`config.mk`:
```
export PLATFORM = sky130hd
export DESIGN_NAME = srcs_slave
export DESIGN_NICKNAME = d
export VERILOG_FILES = /design/src/common/srcs_pkg.sv /design/src/hw/srcs_slave.sv /design/src/hw/srcs_sync.sv /design/src/hw/srcs_fifo.sv
export SDC_FILE = /design/constraint.sdc
export NUM_CORES = 1
export LEC_CHECK = 0
export BUFFER_PORTS_ARGS = -buffer_cell sky130_fd_sc_hd__buf_2
export CAP_MARGIN = 20
export CORE_MARGIN = 2
export CORE_UTILIZATION = 40
export DETAILED_ROUTE_END_ITERATION = 8
export GPL_TIMING_DRIVEN = 0
export PLACE_DENSITY = 0.53
export SETUP_SLACK_MARGIN = 0.3
export SYNTH_ARGS = -nofsm -noshare
export SYNTH_HDL_FRONTEND = slang
export SYNTH_SLANG_ARGS = --single-unit
```
`constraint.sdc`:
```
create_clock -name i_clk -period 4 [get_ports i_clk]
set_input_delay 0.4 -clock i_clk [delete_from_list [all_inputs] [get_ports i_clk]]
set_output_delay 0.4 -clock i_clk [all_outputs]
set_load 0.01 [all_outputs]
```
`src/common/srcs_pkg.sv`:
```
// Package: constants and types for the SPI register command slave
package srcs_pkg;
    // ****************************************************************
    // Word and command layout
    // ****************************************************************
    localparam int WORD_BITS = 16;
    localparam int ADDR_BITS = 5;
    localparam int DIR_BIT = 15;
    localparam int PAGE_HI_BIT = 13;
    localparam int PAGE_LO_BIT = 12;
    localparam int START_HI_BIT = 10;
    localparam int START_LO_BIT = 6;
    localparam int END_HI_BIT = 4;
    localparam int END_LO_BIT = 0;
    localparam logic [1:0] PAGE_ZERO = 2'h0;
    localparam logic [1:0] PAGE_ONE = 2'h1;
    localparam logic [15:0] ZERO_WORD = 16'h0000;
    localparam logic [3:0] BIT_CNT_RESET = 4'h0;
    localparam logic [3:0] BIT_CNT_LAST = 4'hf;
    // ****************************************************************
    // Timing and write queue depth
    // ****************************************************************
    localparam int CLK_PERIOD_NS = 10;
    localparam int SCLK_PERIOD_NS = 160;
    localparam int FIFO_DEPTH = 8;
    // ****************************************************************
    // Transaction phases
    // ****************************************************************
    typedef enum logic [1:0] {
        PH_IDLE,
        PH_COMMAND,
        PH_DATA,
        PH_DRAIN
    } srcs_phase_t;
endpackage : srcs_pkg

```
`src/hw/srcs_slave.sv`:
```
// SPI register command slave: command decode, auto-increment, register port
//
// Overview of operation
// - Serial clock idles low between transfers (clock polarity zero).
// - Output shifts on rising serial edge, input sampled on falling edge.
// - First 16-bit word after select falls is always the command word.
// - Every word is exactly sixteen clocks through one shift register.
// - Select rising mid-word drops the partial word; no register is written.
// - Command bit 15 set means read, clear means write.
// - Page in bits 13:12, start address 10:6, end address 4:0.
// - Page 00 is page zero, 01 page one, upper-bit patterns reserved.
// - End not above start accesses only the start register.
// - Range access walks consecutive addresses from start to end.
// - Reads past the end address return all-zero words.
// - Writes past the end address are discarded.
// - Select rising before range end leaves remaining registers untouched.
// - Read cut mid-word stops shifting; master drops the partial word.
// - Master-in output line is released while select is high.
// - No bits are captured unless select is low.
// - Reserved locations read zero and ignore writes.
`timescale 1ns/10ps
`default_nettype none
module srcs_slave
    import srcs_pkg::*;
#(
    parameter int DATA_W = 16,
    parameter int ADDR_W = 5,
    parameter int WQ_DEPTH = FIFO_DEPTH
) (
    input wire logic i_clk,
    input wire logic i_srst,
    // Serial pins
    input wire logic i_sclk,
    input wire logic i_mosi,
    input wire logic i_ss_n,
    output logic o_miso,
    output logic o_miso_oe,
    // Register read port: address out, data back in the same cycle
    output logic o_rd_en,
    output logic [1:0] o_rd_page,
    output logic [ADDR_W-1:0] o_rd_addr,
    input wire logic [DATA_W-1:0] i_rd_data,
    // Register write stream, drained through the FIFO
    output logic o_wr_valid,
    input wire logic i_wr_ready,
    output logic [1:0] o_wr_page,
    output logic [ADDR_W-1:0] o_wr_addr,
    output logic [DATA_W-1:0] o_wr_data,
    // Status
    output logic o_busy,
    output logic o_wr_dropped
);
    localparam int QW = 2 + ADDR_W + DATA_W;
    initial begin
        if (DATA_W != WORD_BITS || ADDR_W != ADDR_BITS) begin
            $error("srcs_slave: word and address widths are fixed by the command format");
        end
    end

    // ****************************************************************
    // Pin synchronisers
    // ****************************************************************
    logic sclk_s;
    logic mosi_s;
    logic ss_n_s;
    srcs_sync #(.INIT(1'b0)) u_sync_sclk (
        .i_clk(i_clk),
        .i_srst(i_srst),
        .i_async(i_sclk),
        .o_sync(sclk_s)
    );
    srcs_sync #(.INIT(1'b0)) u_sync_mosi (
        .i_clk(i_clk),
        .i_srst(i_srst),
        .i_async(i_mosi),
        .o_sync(mosi_s)
    );
    // Select resets to its idle level so reset shows no false select edge
    srcs_sync #(.INIT(1'b1)) u_sync_ss (
        .i_clk(i_clk),
        .i_srst(i_srst),
        .i_async(i_ss_n),
        .o_sync(ss_n_s)
    );

    // ****************************************************************
    // State
    // ****************************************************************
    typedef struct packed {
        logic sclk_d;
        logic ss_n_d;
        srcs_phase_t phase;
        logic [3:0] bit_cnt;
        logic [DATA_W-1:0] shift;
        logic dir_read;
        logic [1:0] page;
        logic [ADDR_W-1:0] addr;
        logic [ADDR_W-1:0] end_addr;
        logic load_pend;
        logic rd_en;
        logic miso;
        logic miso_oe;
        logic q_valid;
        logic [QW-1:0] q_data;
        logic dropped;
    } srcs_slave_t;
    srcs_slave_t st;
    srcs_slave_t next_st;

    logic rise;
    logic fall;
    logic sel;
    logic ss_fall;
    logic [DATA_W-1:0] word_in;
    logic q_ready;
    logic page_ok;
    assign rise = sclk_s && !st.sclk_d;
    assign fall = !sclk_s && st.sclk_d;
    assign sel = !ss_n_s;
    assign ss_fall = !ss_n_s && st.ss_n_d;
    assign word_in = {st.shift[DATA_W-2:0], mosi_s};
    assign page_ok = (st.page == PAGE_ZERO) || (st.page == PAGE_ONE);

    srcs_fifo #(.WIDTH(QW), .DEPTH(WQ_DEPTH)) u_wq (
        .i_clk(i_clk),
        .i_srst(i_srst),
        .i_in_valid(st.q_valid),
        .o_in_ready(q_ready),
        .i_in_data(st.q_data),
        .o_out_valid(o_wr_valid),
        .i_out_ready(i_wr_ready),
        .o_out_data({o_wr_page, o_wr_addr, o_wr_data})
    );

    // ****************************************************************
    // Next state
    // ****************************************************************
    always_comb begin
        next_st = st;
        next_st.sclk_d = sclk_s;
        next_st.ss_n_d = ss_n_s;
        next_st.rd_en = 1'b0;
        if (st.q_valid && q_ready) begin
            next_st.q_valid = 1'b0;
        end
        // read data lands one cycle after the address is issued
        if (st.rd_en) begin
            next_st.shift = page_ok ? i_rd_data : ZERO_WORD;
            next_st.miso = page_ok ? i_rd_data[DATA_W-1] : 1'b0;
        end
        if (!sel) begin
            // select high aborts any word and operation
            next_st.phase = PH_IDLE;
            next_st.bit_cnt = BIT_CNT_RESET;
            next_st.load_pend = 1'b0;
            next_st.miso_oe = 1'b0;
            next_st.miso = 1'b0;
        end else begin
            next_st.miso_oe = 1'b1;
            // a falling select always starts a command word
            if (ss_fall) begin
                next_st.phase = PH_COMMAND;
                next_st.bit_cnt = BIT_CNT_RESET;
                next_st.shift = ZERO_WORD;
                next_st.miso = 1'b0;
            end else if (rise && st.phase != PH_IDLE) begin
                // shift out on rising edge; first bit already on the line
                if (st.bit_cnt != BIT_CNT_RESET) begin
                    next_st.miso = st.shift[DATA_W-1];
                end
            end else if (fall && st.phase != PH_IDLE) begin
                // sample input on falling edge, sixteen per word
                next_st.shift = word_in;
                next_st.bit_cnt = st.bit_cnt + 4'h1;
                if (st.bit_cnt == BIT_CNT_LAST) begin
                    next_st.bit_cnt = BIT_CNT_RESET;
                    unique case (st.phase)
                        PH_COMMAND: begin
                            next_st.dir_read = word_in[DIR_BIT];
                            next_st.page = word_in[PAGE_HI_BIT:PAGE_LO_BIT];
                            next_st.addr = word_in[START_HI_BIT:START_LO_BIT];
                            // end not above start collapses to one register
                            if (word_in[END_HI_BIT:END_LO_BIT] <= word_in[START_HI_BIT:START_LO_BIT]) begin
                                next_st.end_addr = word_in[START_HI_BIT:START_LO_BIT];
                            end else begin
                                next_st.end_addr = word_in[END_HI_BIT:END_LO_BIT];
                            end
                            next_st.phase = PH_DATA;
                            next_st.load_pend = word_in[DIR_BIT];
                        end
                        PH_DATA: begin
                            if (!st.dir_read) begin
                                if (page_ok) begin
                                    if (st.q_valid && !q_ready) begin
                                        next_st.dropped = 1'b1;
                                    end else begin
                                        next_st.q_valid = 1'b1;
                                        next_st.q_data = {st.page, st.addr, word_in};
                                    end
                                end
                            end
                            if (st.addr == st.end_addr) begin
                                next_st.phase = PH_DRAIN;
                                next_st.shift = ZERO_WORD;
                                next_st.miso = 1'b0;
                            end else begin
                                next_st.addr = st.addr + 1'b1;
                                next_st.load_pend = st.dir_read;
                            end
                        end
                        // words past the end change nothing
                        PH_DRAIN: begin
                            next_st.shift = ZERO_WORD;
                        end
                        PH_IDLE: begin
                        end
                    endcase
                end
            end
            // fetch before the next rising edge
            if (st.load_pend && !ss_fall) begin
                next_st.load_pend = 1'b0;
                next_st.rd_en = 1'b1;
            end
        end
        if (i_srst) begin
            next_st = '0;
            next_st.ss_n_d = 1'b1;
            next_st.phase = PH_IDLE;
        end
    end

    always_ff @(posedge i_clk) begin
        st <= next_st;
    end

    // ****************************************************************
    // Outputs
    // ****************************************************************
    assign o_miso = st.miso;
    assign o_miso_oe = st.miso_oe;
    assign o_rd_en = st.rd_en;
    assign o_rd_page = st.page;
    assign o_rd_addr = st.addr;
    assign o_busy = st.phase != PH_IDLE;
    assign o_wr_dropped = st.dropped;

    // ****************************************************************
    // Checks
    // ****************************************************************
    chk_miso_release: assert property (@(posedge i_clk) disable iff (i_srst)
        !sel |=> !o_miso_oe)
        else $error("output line driven while deselected");
    chk_abort_idle: assert property (@(posedge i_clk) disable iff (i_srst)
        !sel |=> st.phase == PH_IDLE && st.bit_cnt == BIT_CNT_RESET)
        else $error("partial word survived deselect");
    chk_cmd_first: assert property (@(posedge i_clk) disable iff (i_srst)
        ss_fall |=> st.phase == PH_COMMAND)
        else $error("select fall did not start a command");
    chk_write_push: assert property (@(posedge i_clk) disable iff (i_srst)
        $rose(st.q_valid) |-> $past(st.phase) == PH_DATA && !st.dir_read)
        else $error("write queued outside data phase");
    chk_reserved_page: assert property (@(posedge i_clk) disable iff (i_srst)
        $rose(st.q_valid) |-> st.q_data[QW-1] == 1'b0)
        else $error("write to reserved page queued");
    chk_read_fetch: assert property (@(posedge i_clk) disable iff (i_srst)
        o_rd_en |-> st.dir_read && st.phase == PH_DATA)
        else $error("fetch outside read data phase");
    chk_range_end: assert property (@(posedge i_clk) disable iff (i_srst)
        st.phase == PH_DATA |-> st.addr <= st.end_addr)
        else $error("address passed end of range");
    chk_drain_zero: assert property (@(posedge i_clk) disable iff (i_srst)
        st.phase == PH_DRAIN |-> o_miso == 1'b0)
        else $error("nonzero data after range end");

    // ****************************************************************
    // Bit counting, framing and fetch checks
    // ****************************************************************
    chk_miso_drive: assert property (@(posedge i_clk) disable iff (i_srst)
        sel |=> o_miso_oe)
        else $error("output line not driven while selected");
    chk_cmd_silent: assert property (@(posedge i_clk) disable iff (i_srst)
        st.phase == PH_COMMAND |-> !o_miso)
        else $error("data shifted out during command word");
    chk_no_capture: assert property (@(posedge i_clk) disable iff (i_srst)
        !sel && !st.rd_en |=> $stable(st.shift))
        else $error("shift register moved while deselected");
    chk_cut_no_write: assert property (@(posedge i_clk) disable iff (i_srst)
        !sel |=> !$rose(st.q_valid))
        else $error("write queued after deselect");
    chk_idle_no_fetch: assert property (@(posedge i_clk) disable iff (i_srst)
        !sel |=> !o_rd_en && !st.load_pend)
        else $error("fetch pending after deselect");
    chk_bit_step: assert property (@(posedge i_clk) disable iff (i_srst)
        sel && !ss_fall && fall && st.phase != PH_IDLE |=> st.bit_cnt == $past(st.bit_cnt) + 4'h1)
        else $error("bit count did not step on falling edge");
    chk_bit_hold: assert property (@(posedge i_clk) disable iff (i_srst)
        sel && !ss_fall && !fall |=> $stable(st.bit_cnt))
        else $error("bit count moved without falling edge");
    chk_fetch_once: assert property (@(posedge i_clk) disable iff (i_srst)
        o_rd_en |=> !o_rd_en)
        else $error("fetch pulse longer than one cycle");
    chk_busy_select: assert property (@(posedge i_clk) disable iff (i_srst)
        !sel |=> !o_busy)
        else $error("busy while deselected");

    // ****************************************************************
    // Range, page and write queue checks
    // ****************************************************************
    chk_addr_step: assert property (@(posedge i_clk) disable iff (i_srst)
        $past(st.phase) == PH_DATA && st.phase == PH_DATA && !$stable(st.addr) |-> st.addr == $past(st.addr) + 5'h01)
        else $error("address skipped within range");
    chk_decode_addr: assert property (@(posedge i_clk) disable iff (i_srst)
        $past(st.phase) == PH_COMMAND && st.phase == PH_DATA |-> st.addr == $past(word_in[START_HI_BIT:START_LO_BIT]))
        else $error("start address not taken from command");
    chk_page_hold: assert property (@(posedge i_clk) disable iff (i_srst)
        $past(st.phase) == PH_DATA && st.phase == PH_DATA |-> $stable(st.page) && $stable(st.dir_read))
        else $error("page or direction changed within operation");
    chk_drain_hold: assert property (@(posedge i_clk) disable iff (i_srst)
        st.phase == PH_DRAIN && sel |=> st.phase == PH_DRAIN)
        else $error("left drain while selected");
    chk_drain_no_write: assert property (@(posedge i_clk) disable iff (i_srst)
        st.phase == PH_DRAIN |=> !$rose(st.q_valid))
        else $error("write queued past end of range");
    chk_read_no_queue: assert property (@(posedge i_clk) disable iff (i_srst)
        st.dir_read |=> !$rose(st.q_valid))
        else $error("write queued during read");
    chk_write_addr: assert property (@(posedge i_clk) disable iff (i_srst)
        $rose(st.q_valid) |-> st.q_data[DATA_W +: ADDR_W] == $past(st.addr))
        else $error("queued write carries wrong address");
    chk_read_load: assert property (@(posedge i_clk) disable iff (i_srst)
        st.rd_en && page_ok && !ss_fall && !fall |=> st.shift == $past(i_rd_data))
        else $error("read data not loaded into shift register");
    chk_reserved_read: assert property (@(posedge i_clk) disable iff (i_srst)
        st.rd_en && !page_ok && !ss_fall && !fall && !rise |=> st.shift == ZERO_WORD && !o_miso)
        else $error("reserved page read not zero");
endmodule : srcs_slave
`default_nettype wire

```
`src/hw/srcs_sync.sv`:
```
// Two-flop synchroniser for one level from outside the clock domain
`timescale 1ns/10ps
`default_nettype none
module srcs_sync #(
    parameter logic INIT = 1'b0
) (
    input wire logic i_clk,
    input wire logic i_srst,
    input wire logic i_async,
    output logic o_sync
);
    typedef struct packed {
        logic meta;
        logic sync;
    } srcs_sync_t;
    srcs_sync_t st;
    srcs_sync_t next_st;
    always_comb begin
        next_st.meta = i_async;
        next_st.sync = st.meta;
        if (i_srst) begin
            next_st.meta = INIT;
            next_st.sync = INIT;
        end
    end
    always_ff @(posedge i_clk) begin
        st <= next_st;
    end
    assign o_sync = st.sync;
endmodule : srcs_sync
`default_nettype wire

```
`src/hw/srcs_fifo.sv`:
```
// Small valid/ready FIFO with registered read data
`timescale 1ns/10ps
`default_nettype none
module srcs_fifo #(
    parameter int WIDTH = 23,
    parameter int DEPTH = 8
) (
    input wire logic i_clk,
    input wire logic i_srst,
    input wire logic i_in_valid,
    output logic o_in_ready,
    input wire logic [WIDTH-1:0] i_in_data,
    output logic o_out_valid,
    input wire logic i_out_ready,
    output logic [WIDTH-1:0] o_out_data
);
    localparam int AW = $clog2(DEPTH);
    initial begin
        if (DEPTH < 2 || (1 << AW) != DEPTH || WIDTH < 1) begin
            $error("srcs_fifo: DEPTH must be a power of two >= 2");
        end
    end
    logic [WIDTH-1:0] mem [DEPTH];
    typedef struct packed {
        logic [AW:0] wr;
        logic [AW:0] rd;
        logic valid;
        logic [WIDTH-1:0] data;
    } srcs_fifo_t;
    srcs_fifo_t st;
    srcs_fifo_t next_st;
    logic full;
    logic stored;
    logic push;
    logic pop;
    assign full = (st.wr[AW] != st.rd[AW]) && (st.wr[AW-1:0] == st.rd[AW-1:0]);
    assign stored = st.wr != st.rd;
    assign push = i_in_valid && !full;
    assign pop = stored && (!st.valid || i_out_ready);
    always_comb begin
        next_st = st;
        if (push) begin
            next_st.wr = st.wr + 1'b1;
        end
        if (st.valid && i_out_ready) begin
            next_st.valid = 1'b0;
        end
        if (pop) begin
            next_st.rd = st.rd + 1'b1;
            next_st.valid = 1'b1;
            next_st.data = mem[st.rd[AW-1:0]];
        end
        if (i_srst) begin
            next_st = '0;
        end
    end
    always_ff @(posedge i_clk) begin
        st <= next_st;
        if (push) begin
            mem[st.wr[AW-1:0]] <= i_in_data;
        end
    end
    assign o_in_ready = !full;
    assign o_out_valid = st.valid;
    assign o_out_data = st.data;
    chk_no_overflow: assert property (@(posedge i_clk) disable iff (i_srst)
        full |=> st.wr == $past(st.wr))
        else $error("FIFO pointer moved while full");
    chk_out_hold: assert property (@(posedge i_clk) disable iff (i_srst)
        st.valid && !i_out_ready |=> st.valid && $stable(st.data))
        else $error("queued entry changed before it was taken");
endmodule : srcs_fifo
`default_nettype wire

```
==> out/summary.txt <==
Crit Path Max Fanout: 10
CP dominant cell by count: buf_6
Clock-pin slew on the worst setup and hold paths: 0.06 ns
Peak supply drop: 0.297 mV
TritonCTS clock tree: done
Syn_area_per_cell: 14.4 µm²
Setup TNS: 0 ns
DIE WIDTH: 176 µm
CP Capture Type: register
Crit Path Class: register to register
Finished Cell Area: 13700 µm²
CTS H-tree depth: 1
Final setup vio count: 0
Die area: 30900 µm²
Synth Area in XOR/XNOR: 0.0126
Post-Syn Nets: 857
Diodes inserted: 0
Via/cell ratio: 5.05
# DRC: 0
Gate Count Post-Synth: 821
Total Wirelength: 26000 µm
Crit-path cells: buf_2 > xnor2_1 > a41oi_2 > nand2_1 > nor3_2 > buf_6 > buf_6
Worst Tran Pin Value: 0.970 ns
CTS max path bufs: 3
Pleak: 4.62 nW
Clock latency on the worst-skew pair: 0.56 ns
CP max stage delay: 0.59 ns
Synth Area in Compound Gates: 0.0666
Clk sinks: 291
ANT nets after route: 0
Worst setup SP type: register
Delay-heaviest family, CP: simple AND/OR/NAND/NOR gates
Register area share after synthesis: 0.649
Hold Crit Class: input port to register
Initial DRC Count: 428
Mux cell area share after synthesis: 0.136
Post-synthesis adder-cell area fraction: 0.0148
Mapped cell area: 11800 µm²
Detailed Place HPWL: 17200 µm
Share of layout cells above drive strength 1: 0.246
Bufs and invs on worst path: 3
Max-cap violations: 0
Largest net degree at the start of global routing: 24
Final min period: 2.71 ns
Postcts setup bufs: 0
Syn. warnings: 0
Met2 WL: 12300 µm
Core footprint: 28900 µm²
Die height: 176 µm
Rel. slew slack: 0.353
Seq cells post-synth: 291
Initial antenna violation count: 0
Global-route wire length before repair: 40000 µm
DR WL/cell: 19.6 µm
Tcrit/Tclk final: 0.677
CTS Buf Count: 30
Post-placement cell area: 12800 µm²
Post-synth cell types: 56
Pwr dens: 507 nW/µm²
RSZ-0062 raised after global routing: false
Starting Density: 0.409
Main combinational cell family by area after synthesis: multiplexers
Slew Viols, Final: 0
Max Used Layer: met4
Synth area leader: edfxtp_1
Area grow syn2layout: 16.3%
Row Count: 62
Root Driver: clkbuf_16
Worst path slowest cell: nor3_2
Req. time, crit path: 4.27 ns
Fillcell total: 2609
Max Fclk: 0.369 GHz
Final #Nets: 954
Met1 Wirelength: 12000 µm
Vias in the first global route: 6665
Hold_buf cts: 0
Hold Fails Final Rpt: 0
Outcome: finished, final reports clean
Post-Synth Simple-Gate Area: 0.0717
# port buffers: 56
Placed insts: 1270
Reg area: 7670 µm²
Synth top area share: 0.468
GRT Total Usage: 0.170
Post-CTS sizing: 0
Non-filler cells, final: 1326
Multi-input gate area in the final layout: 3610 µm²
Vias: 6699
Clock Skew: 0.0174 ns
DRT Pass-1 Iters: 4
Largest cells by area after synthesis: edfxtp_1 47%, dfxtp_1 18%, mux4_2 8.8%
Crit path DAT: 2.98 ns
DR WL met3: 1090 µm
Io pins: 58
GR Overflow Total: 0
Gpl congestion: 0.803
state kept, by name, indices dropped and copies added (netlist names), 2 cells and up, named ones only:
| name | flops |
|---|---|
| st | 55 |
| o_rd_page | 2 |
| u_wq.mem | 184 |
| u_wq.o_out_data | 23 |
| o_rd_addr | 5 |
| u_wq.st | 8 |
synth_stat cells (all sizes together):
master / n
edfxtp: 184
dfxtp: 107
nor2: 79
mux2i: 57
buf: 52
mux4: 46
nand2: 46
a211oi: 29
a21oi: 29
inv: 27
clkbuf: 25
o21ai: 20
o211ai: 16
ha: 14
nor3: 10
xor2: 9
nand3: 8
nor2b: 8
xnor2: 8
nand2b: 5
nand4: 5
nor3b: 5
and3: 4
a31oi: 3
nand3b: 3
o32ai: 3
a41oi: 2
and4: 2
or2: 2
or3: 2
a21bo: 1
a21boi: 1
a22oi: 1
a311oi: 1
a31o: 1
clkinv: 1
o21ba: 1
o21bai: 1
o221ai: 1
o31a: 1
or3b: 1
final timing paths:
check                  start          endpoint  slack (ns)  cells past startpoint
max              u_wq.st[28]   u_wq.mem[2][16]        1.29                      7
min                   i_ss_n   u_sync_ss.st[1]        0.03                      2
max reg2reg      u_wq.st[28]   u_wq.mem[2][16]        1.29                      7
min reg2reg  u_sync_ss.st[1]  u_sync_ss.o_sync        0.41                      1
where the power goes:
part | total, mW | leakage (nW) | switching (mW) | internal (mW)
sequential | 3.31 | 2.57 | 0.0531 | 3.25
combinational | 0.923 | 1.58 | 0.447 | 0.476
clock | 2.74 | 0.481 | 1.15 | 1.59
total | 6.97 | 4.62 | 1.65 | 5.32
kinds of logic after synthesis:
kind of cell | count (synthesis)
multiplexers | 103
buffers and inverters | 105
flip-flops | 291
AO/OA/AOI/OAI | 111
adder cells (fa/ha/maj) | 14
AND/OR/NAND/NOR | 180
XOR/XNOR | 17
cells in the final DEF (no fill, tap or decap), types with 3 or more instances in the layout:
cell type,netlist,layout
a31oi_1,3,3
nor3_2,1,3
a211oi_2,5,5
mux4_2,46,46
a211oi_1,24,24
nor3_1,8,6
xor2_1,9,9
nor2_4,1,6
nand2b_1,5,5
buf_4,31,31
xnor2_1,8,8
nand2_1,46,46
nor2_1,76,71
buf_1,5,5
buf_12,1,3
o21ai_0,19,19
ha_1,14,14
nor3b_1,4,4
clkbuf_16,0,30
nor2b_1,8,8
bufinv_16,0,3
buf_6,3,7
buf_2,11,67
clkbuf_1,24,29
nand3b_1,3,3
inv_1,27,27
clkinv_1,1,7
o211ai_1,16,16
and3_1,3,3
edfxtp_1,184,184
clkinv_2,0,9
a21oi_1,28,28
dfxtp_1,107,107
mux2i_1,57,57
nand4_1,5,5
o32ai_1,3,3
nand3_1,8,8
per-layer routing:
layer  vias to the layer above  global-route usage
met5                         -                   0
li1                       3226                   -
met1                      3294               0.240
met3                        41              0.0234
met2                       138               0.280
met4                         0              0.0413
area by class of cell:
cell class | count | share of cell area
plain buffers | 77 | 0.0343
inverters | 28 | 0.00765
clock buffers | 36 | 0.0570
flip-flops and latches | 291 | 0.558
clock inverters | 20 | 0.0133
repair buffers | 65 | 0.0317
multi-input cells | 425 | 0.263
well taps | 384 | 0.0350
per-stage QoR:
step	util	power (mW)	worst slack, ns	hold slack [ns]
after floorplan	-	4.06	0.856	0.389
after global placement	0.435	4.32	-1.13	0.393
after detailed placement	0.443	4.33	1.27	0.395
after CTS	0.476	7.05	1.26	0.0141
after global routing	0.476	7.25	1.02	0.0227
final	0.476	6.97	1.29	0.0341
Note: power is estimated with default switching activity, not from simulation.
